## src/logic/debug_cmd_pkg.sv

```systemverilog
// Package: opcodes, states and timing constants of the debug hardware command executor
package debug_cmd_pkg;

  // ----------------------------------------------------------------
  // Command opcodes
  // ----------------------------------------------------------------
  localparam logic [7:0] OP_ENTER_DEBUG = 8'h90;
  localparam logic [7:0] OP_ACK_ENABLE = 8'hd5;
  localparam logic [7:0] OP_ACK_DISABLE = 8'hd6;
  localparam logic [7:0] OP_RD_BYTE_MAPPED = 8'he4;
  localparam logic [7:0] OP_RD_WORD_MAPPED = 8'hec;
  localparam logic [7:0] OP_RD_BYTE = 8'he0;
  localparam logic [7:0] OP_RD_WORD = 8'he8;
  localparam logic [7:0] OP_WR_BYTE_MAPPED = 8'hc4;
  localparam logic [7:0] OP_WR_WORD_MAPPED = 8'hcc;
  localparam logic [7:0] OP_WR_BYTE = 8'hc0;

  // ----------------------------------------------------------------
  // Timing and reset values
  // ----------------------------------------------------------------
  localparam int FREE_WAIT_CYCLES = 128;
  localparam logic [7:0] WAIT_CNT_RESET = 8'h00;
  localparam logic ACK_EN_RESET = 1'b0;
  localparam logic [15:0] DATA_RESET = 16'h0000;

  // ----------------------------------------------------------------
  // Executor states
  // ----------------------------------------------------------------
  typedef enum logic [4:0] {
    ST_IDLE = 5'b00001,
    ST_WAIT = 5'b00010,
    ST_ACCESS = 5'b00100,
    ST_HOLD = 5'b01000,
    ST_DONE = 5'b10000
  } exec_state_e;

endpackage : debug_cmd_pkg

```

## src/logic/debug_hw_command_executor.sv

```systemverilog
// Executor of debug hardware commands that steals system bus cycles from the CPU
`timescale 1ns/10ps

module debug_hw_command_executor #(
  parameter int WAIT_LIMIT = debug_cmd_pkg::FREE_WAIT_CYCLES
) (
  input wire logic mclk,
  input wire logic rst,
  // Host command side
  input wire logic cmdValid,
  input wire logic [7:0] cmdOpcode,
  input wire logic [15:0] cmdAddr,
  input wire logic [15:0] cmdWrData,
  output logic cmdBusy,
  output logic cmdDone,
  output logic [15:0] cmdRdData,
  output logic ackPulse,
  output logic ackEnabled,
  output logic cmdIllegal,
  // Debug mode control
  input wire logic firmwareEnable,
  input wire logic inDebugMode,
  output logic enterDebugReq,
  // System bus shared with the CPU
  input wire logic cpuBusIdle,
  input wire logic busReady,
  input wire logic [15:0] busRdData,
  output logic busReq,
  output logic busWrite,
  output logic [15:0] busAddr,
  output logic [15:0] busWrData,
  output logic [1:0] busByteEn,
  output logic debugTableMapped,
  output logic cpuFreeze
);

  // ----------------------------------------------------------------
  // State
  // ----------------------------------------------------------------
  debug_cmd_pkg::exec_state_e state_r, state_nxt;
  logic [7:0] waitCnt_r, waitCnt_nxt;
  logic [7:0] op_r, op_nxt;
  logic [15:0] addr_r, addr_nxt;
  logic [15:0] wdata_r, wdata_nxt;
  logic [15:0] rdData_r, rdData_nxt;
  logic ackEn_r, ackEn_nxt;
  logic ackPulse_r, ackPulse_nxt;
  logic done_r, done_nxt;
  logic illegal_r, illegal_nxt;
  logic enterReq_r, enterReq_nxt;
  logic pendAck_r, pendAck_nxt;
  logic busReq_r, busReq_nxt;
  logic busWrite_r, busWrite_nxt;
  logic [1:0] byteEn_r, byteEn_nxt;
  logic mapped_r, mapped_nxt;
  logic freeze_r, freeze_nxt;

  // ----------------------------------------------------------------
  // Command decode of the latched opcode
  // ----------------------------------------------------------------
  logic isRead, isWrite, isByte, isMapped, isMem;

  always_comb begin
    isRead = 1'b0;
    isWrite = 1'b0;
    isByte = 1'b0;
    isMapped = 1'b0;
    case (op_r)
      debug_cmd_pkg::OP_RD_BYTE_MAPPED: begin
        isRead = 1'b1;
        isByte = 1'b1;
        isMapped = 1'b1;
      end
      debug_cmd_pkg::OP_RD_WORD_MAPPED: begin
        isRead = 1'b1;
        isMapped = 1'b1;
      end
      debug_cmd_pkg::OP_RD_BYTE: begin
        isRead = 1'b1;
        isByte = 1'b1;
      end
      debug_cmd_pkg::OP_RD_WORD: begin
        isRead = 1'b1;
      end
      debug_cmd_pkg::OP_WR_BYTE_MAPPED: begin
        isWrite = 1'b1;
        isByte = 1'b1;
        isMapped = 1'b1;
      end
      debug_cmd_pkg::OP_WR_WORD_MAPPED: begin
        isWrite = 1'b1;
        isMapped = 1'b1;
      end
      debug_cmd_pkg::OP_WR_BYTE: begin
        isWrite = 1'b1;
        isByte = 1'b1;
      end
      default: begin
        isRead = 1'b0;
      end
    endcase
    isMem = isRead | isWrite;
  end

  // ----------------------------------------------------------------
  // Next-state logic
  // ----------------------------------------------------------------
  always_comb begin
    state_nxt = state_r;
    waitCnt_nxt = waitCnt_r;
    op_nxt = op_r;
    addr_nxt = addr_r;
    wdata_nxt = wdata_r;
    rdData_nxt = rdData_r;
    ackEn_nxt = ackEn_r;
    ackPulse_nxt = 1'b0;
    done_nxt = 1'b0;
    illegal_nxt = 1'b0;
    enterReq_nxt = 1'b0;
    pendAck_nxt = pendAck_r;
    busReq_nxt = 1'b0;
    busWrite_nxt = 1'b0;
    byteEn_nxt = 2'b00;
    mapped_nxt = 1'b0;
    freeze_nxt = 1'b0;
    // Acknowledge for entry to debug mode comes when the mode is reached
    if (pendAck_r && inDebugMode) begin
      pendAck_nxt = 1'b0;
      ackPulse_nxt = ackEn_r;
    end
    case (state_r)
      debug_cmd_pkg::ST_IDLE: begin
        if (cmdValid) begin
          op_nxt = cmdOpcode;
          addr_nxt = cmdAddr;
          wdata_nxt = cmdWrData;
          state_nxt = debug_cmd_pkg::ST_WAIT;
          waitCnt_nxt = debug_cmd_pkg::WAIT_CNT_RESET;
        end
      end
      debug_cmd_pkg::ST_WAIT: begin
        if (op_r == debug_cmd_pkg::OP_ENTER_DEBUG) begin
          if (firmwareEnable && !inDebugMode) begin
            enterReq_nxt = 1'b1;
            pendAck_nxt = 1'b1;
          end
          state_nxt = debug_cmd_pkg::ST_DONE;
        end else if (op_r == debug_cmd_pkg::OP_ACK_ENABLE) begin
          ackEn_nxt = 1'b1;
          ackPulse_nxt = 1'b1;
          state_nxt = debug_cmd_pkg::ST_DONE;
        end else if (op_r == debug_cmd_pkg::OP_ACK_DISABLE) begin
          ackEn_nxt = 1'b0;
          state_nxt = debug_cmd_pkg::ST_DONE;
        end else if (!isMem) begin
          illegal_nxt = 1'b1;
          state_nxt = debug_cmd_pkg::ST_DONE;
        end else if (cpuBusIdle || waitCnt_r == 8'(WAIT_LIMIT - 1)) begin
          // Idle flag is notice that the coming bus cycle is free
          // Memory access regardless of debug mode
          busReq_nxt = 1'b1;
          freeze_nxt = !cpuBusIdle;
          busWrite_nxt = isWrite;
          mapped_nxt = isMapped;
          if (isByte) begin
            byteEn_nxt = addr_r[0] ? 2'b01 : 2'b10;
          end else begin
            byteEn_nxt = 2'b11;
          end
          waitCnt_nxt = debug_cmd_pkg::WAIT_CNT_RESET;
          state_nxt = debug_cmd_pkg::ST_ACCESS;
        end else begin
          waitCnt_nxt = waitCnt_r + 8'h01;
        end
      end
      debug_cmd_pkg::ST_ACCESS: begin
        if (busReady) begin
          if (isRead) begin
            if (isByte) begin
              rdData_nxt = addr_r[0] ? {8'h00, busRdData[7:0]}
                                     : {busRdData[15:8], 8'h00};
            end else begin
              rdData_nxt = busRdData;
            end
          end
          state_nxt = debug_cmd_pkg::ST_DONE;
        end else begin
          // Access stretched past one cycle: CPU stays frozen until it ends
          busReq_nxt = 1'b1;
          busWrite_nxt = busWrite_r;
          byteEn_nxt = byteEn_r;
          mapped_nxt = mapped_r;
          freeze_nxt = 1'b1;
          state_nxt = debug_cmd_pkg::ST_ACCESS;
        end
      end
      debug_cmd_pkg::ST_DONE: begin
        done_nxt = 1'b1;
        if (isMem && ackEn_r) begin
          ackPulse_nxt = 1'b1;
        end
        state_nxt = debug_cmd_pkg::ST_IDLE;
      end
      default: begin
        state_nxt = debug_cmd_pkg::ST_IDLE;
      end
    endcase
  end

  // ----------------------------------------------------------------
  // Registers
  // ----------------------------------------------------------------
  always_ff @(posedge mclk or posedge rst) begin
    if (rst) begin
      state_r <= debug_cmd_pkg::ST_IDLE;
      waitCnt_r <= debug_cmd_pkg::WAIT_CNT_RESET;
      op_r <= 8'h00;
      addr_r <= debug_cmd_pkg::DATA_RESET;
      wdata_r <= debug_cmd_pkg::DATA_RESET;
      rdData_r <= debug_cmd_pkg::DATA_RESET;
      ackEn_r <= debug_cmd_pkg::ACK_EN_RESET;
      ackPulse_r <= 1'b0;
      done_r <= 1'b0;
      illegal_r <= 1'b0;
      enterReq_r <= 1'b0;
      pendAck_r <= 1'b0;
      busReq_r <= 1'b0;
      busWrite_r <= 1'b0;
      byteEn_r <= 2'b00;
      mapped_r <= 1'b0;
      freeze_r <= 1'b0;
    end else begin
      state_r <= state_nxt;
      waitCnt_r <= waitCnt_nxt;
      op_r <= op_nxt;
      addr_r <= addr_nxt;
      wdata_r <= wdata_nxt;
      rdData_r <= rdData_nxt;
      ackEn_r <= ackEn_nxt;
      ackPulse_r <= ackPulse_nxt;
      done_r <= done_nxt;
      illegal_r <= illegal_nxt;
      enterReq_r <= enterReq_nxt;
      pendAck_r <= pendAck_nxt;
      busReq_r <= busReq_nxt;
      busWrite_r <= busWrite_nxt;
      byteEn_r <= byteEn_nxt;
      mapped_r <= mapped_nxt;
      freeze_r <= freeze_nxt;
    end
  end

  // ----------------------------------------------------------------
  // Busy flag, registered so the port comes straight from a flip-flop
  // ----------------------------------------------------------------
  logic busy_r, busy_nxt;

  always_comb begin
    busy_nxt = (state_nxt != debug_cmd_pkg::ST_IDLE);
  end

  always_ff @(posedge mclk or posedge rst) begin
    if (rst) begin
      busy_r <= 1'b0;
    end else begin
      busy_r <= busy_nxt;
    end
  end

  // ----------------------------------------------------------------
  // Outputs
  // ----------------------------------------------------------------
  assign cmdBusy = busy_r;
  assign cmdDone = done_r;
  assign cmdRdData = rdData_r;
  assign ackPulse = ackPulse_r;
  assign ackEnabled = ackEn_r;
  assign cmdIllegal = illegal_r;
  assign enterDebugReq = enterReq_r;
  assign busReq = busReq_r;
  assign busWrite = busWrite_r;
  assign busAddr = addr_r;
  assign busWrData = wdata_r;
  assign busByteEn = byteEn_r;
  assign debugTableMapped = mapped_r;
  assign cpuFreeze = freeze_r;

endmodule : debug_hw_command_executor

```

## config.mk

```make
export PLATFORM = sky130hd
export DESIGN_NAME = debug_hw_command_executor
export DESIGN_NICKNAME = d
export VERILOG_FILES = /design/src/logic/debug_cmd_pkg.sv /design/src/logic/debug_hw_command_executor.sv
export SDC_FILE = /design/constraint.sdc
export NUM_CORES = 1
export LEC_CHECK = 0
export ABC_AREA = 0
export BUFFER_PORTS_ARGS = -buffer_cell sky130_fd_sc_hd__buf_2
export CORE_MARGIN = 8
export CORE_UTILIZATION = 40
export DETAILED_ROUTE_END_ITERATION = 12
export PLACE_DENSITY = 0.62
export SETUP_SLACK_MARGIN = 0.3
export SKIP_CTS_REPAIR_TIMING = 1
export SLEW_MARGIN = 20
export SYNTH_ARGS = -nofsm -noshare
export SYNTH_HDL_FRONTEND = slang
export SYNTH_SLANG_ARGS = --single-unit
```

## constraint.sdc

```tcl
create_clock -name mclk -period 3.75 [get_ports mclk]
set_input_delay 0.75 -clock mclk [delete_from_list [all_inputs] [get_ports mclk]]
set_output_delay 0.75 -clock mclk [all_outputs]
set_load 0.05 [all_outputs]
```

==> out/summary.txt <==
Sequential share of the synthesized area: 58.34%
Nets@finish: 545
Most common flop cell mapped by yosys: dfrtp_1
WP data required: 3.98 ns
Clk root buf: clkbuf_8
Final Hold Fails: 0
Post-DP HPWL: 6649 um
Top-area cell type share of the netlist area: 57.59%
Fmax: 0.4371 GHz
Max-cap violations: 0
Pre-CTS setup slack: 1.454 ns
Largest net degree at the start of global routing: 47
Syn Nets: 424
Row cnt: 34
WS Path Type: reg -> reg
Horiz. Die Dim: 109.8 um
Gate Count Post-Synth: 360
Gr ovfl total: 0
Num CTS Buffers: 9
Maximum VDD drop: 0.3351 mV
Gr usage total: 15.02%
CP endpoint kind: flop
Fin Clk Skew: 0.01206 ns
Clk Latency, worst-skew pair: 0.35 ns
DRC Markers: 0
Hold path cells: 2
Area growth syn-to-layout: 27.34%
Sink Count: 82
Slew Viols, Final: 0
Pleak: 2.450 nW
Post-route ant nets: 0
Power per cell area: 530.3 nW/um^2
Die Ht: 109.8 um
HP Class: reg -> reg
RSZ-0062 raised after global routing: false
Syn_area_per_cell: 9.777 sq um
Post-synthesis async set-or-reset flop share: 100.0%
Core Box Area: 8636 sq um
Synth unique cells: 46
Worst-Margin Slew: 0.8888 ns
Seq cells post-synth: 82
# IOs: 123
Number of iterations in the first detailed-routing pass: 4
Tmin final: 2.288 ns
Tcrit/Tclk final: 61.00%
WL/cell: 14.85 um
Starting Density: 40.76%
First-pass GRT wire length: 14420 um
Synth area leader: dfrtp_1
Relative slew slack: 40.25%
Post-synth EDFFs: 0
Worst Path Max Fanout: 16
Outcome: finished, final reports clean
Design area: 4482 sq um
Setup violations, final: 0
Worst EP arrival: 2.52 ns
CTS H-Tree Depth: 3
Vias after detailed routing: 2917
RD Place Congestion: 0.7775
Clock slew at reported path FFs: 0.08 ns
Startpoint Class: flop
Synth Warn #: 0
Max Root-Sink Buffers: 2
Worst Reg-to-Reg Cells: 4
Worst setup margin: 1.462 ns
Synth Cell Area: 3520 sq um
Layout cells sized above 1: 32.51%
Initial antenna violation count: 0
Vias in the first global route: 3029
# port buffers: 122
Mean number of vias per cell: 4.911
Die Area: 12060 sq um
Drt initial violations: 144
Setup TNS Final: 0 ns
# diodes: 0
Dpl cell area: 4232 sq um
CTS tree: done
Top cells by area, synth: dfrtp_1 (58%), nand2_1 (14%), mux2_2 (2.9%)
Final Util: 51.90%
Drt total wl: 8820 um
## cell families after synthesis
logic type / count (synthesis) / synth area share (%)
adder cells (fa/ha/maj): 1 / 0.3554
other: 1 / 0.1065
buffers and inverters: 30 / 3.342
multiplexers: 18 / 5.439
AND/OR/NAND/NOR: 195 / 25.67
AO/OA/AOI/OAI: 33 / 6.755
flip-flops: 82 / 58.34
## through the flow
step           total power, mW  hold slack (ns)  cells
6_report                 2.377           0.4674    594
5_1_grt                  2.499           0.4983    594
4_1_cts                  2.408           0.4768    594
3_5_place_dp             1.623           0.4573    578
3_3_place_gp             1.616           0.4522    578
2_1_floorplan            1.455           0.4671    360
## cell type report
type                    count  area (sq um)
well taps                 108         135.1
repair buffers            126         640.6
clock inverters             6         112.6
multi-input cells         248          1349
clock buffers              10         137.6
inverters                  14         53.80
flip-flops and latches     82          2053
fillers                   819          4154
## where the power goes
part           switching (mW)  internal [mW]  leakage, nW
clock                   0.316          0.463        0.127
sequential             0.0660          0.973         1.03
combinational           0.419          0.139         1.29
total                   0.802           1.58         2.45
## layout by cell type, fill, tap and decap left out, types with 3 or more instances in the layout
master	n
nand4_1	3
buf_2	122
a41oi_1	5
buf_4	4
mux2_2	9
nand2_1	132
a21oi_1	5
dfrtp_1	81
o211ai_1	3
bufinv_16	3
clkbuf_8	10
inv_1	13
nand4b_1	3
nor3b_1	3
nor3_1	4
nand3_1	7
nand2b_1	3
nor2_1	8
mux2i_1	9
nor2b_1	10
and3_1	6
a31oi_1	5
o21ai_0	4
## cell usage after synthesis (all sizes together), types with 4 or more instances
cell / instances
dfrtp: 81
nor2b: 10
a21oi: 5
nand3: 7
a31oi: 5
and3: 6
mux2: 9
nor3: 4
nand2: 132
a41oi: 5
clkbuf: 11
mux2i: 9
inv: 14
nor2: 8
buf: 5
o21ai: 4
## per-layer routing
layer / vias to the layer above / global-route usage (%) / wire length (um)
li1: 1438 / - / -
met1: 1382 / 18.60 / 3774
met2: 90 / 23.12 / 4087
met3: 7 / 6.096 / 881
met4: 0 / 5.400 / 76
met5: - / 0 / 0
## worst max-delay path, stage by stage (launching register included)
cell	delay (ns)
dfrtp_1	0.44
or2_4	0.29
nor3_1	0.23
and4_1	0.79
mux2_2	0.42
## sequential cells by signal, summed over array words and instances (netlist names), 2 cells and up
| register | cells |
|---|---|
| busAddr | 16 |
| busByteEn | 2 |
| busWrData | 16 |
| cmdRdData | 16 |
| op_r | 8 |
| state_r | 5 |
| waitCnt_r | 8 |
## worst paths after layout
path	start	to	slack (ns)
worst max-delay path	op_r[1]$_DFFE_PP0P_	cmdRdData[7]$_DFFE_PP0P_	1.46
min in group asynchronous	rst	cmdRdData[7]$_DFFE_PP0P_	0.51
worst min-delay path	busWrData[15]$_DFFE_PP0P_	busWrData[15]$_DFFE_PP0P_	0.47
max in group asynchronous	rst	state_r[0]$_DFF_PP1_	2.43
worst max register to register	op_r[1]$_DFFE_PP0P_	cmdRdData[7]$_DFFE_PP0P_	1.46
worst min register to register	busWrData[15]$_DFFE_PP0P_	busWrData[15]$_DFFE_PP0P_	0.47
No activity file was read; power rests on OpenSTA's default activity.
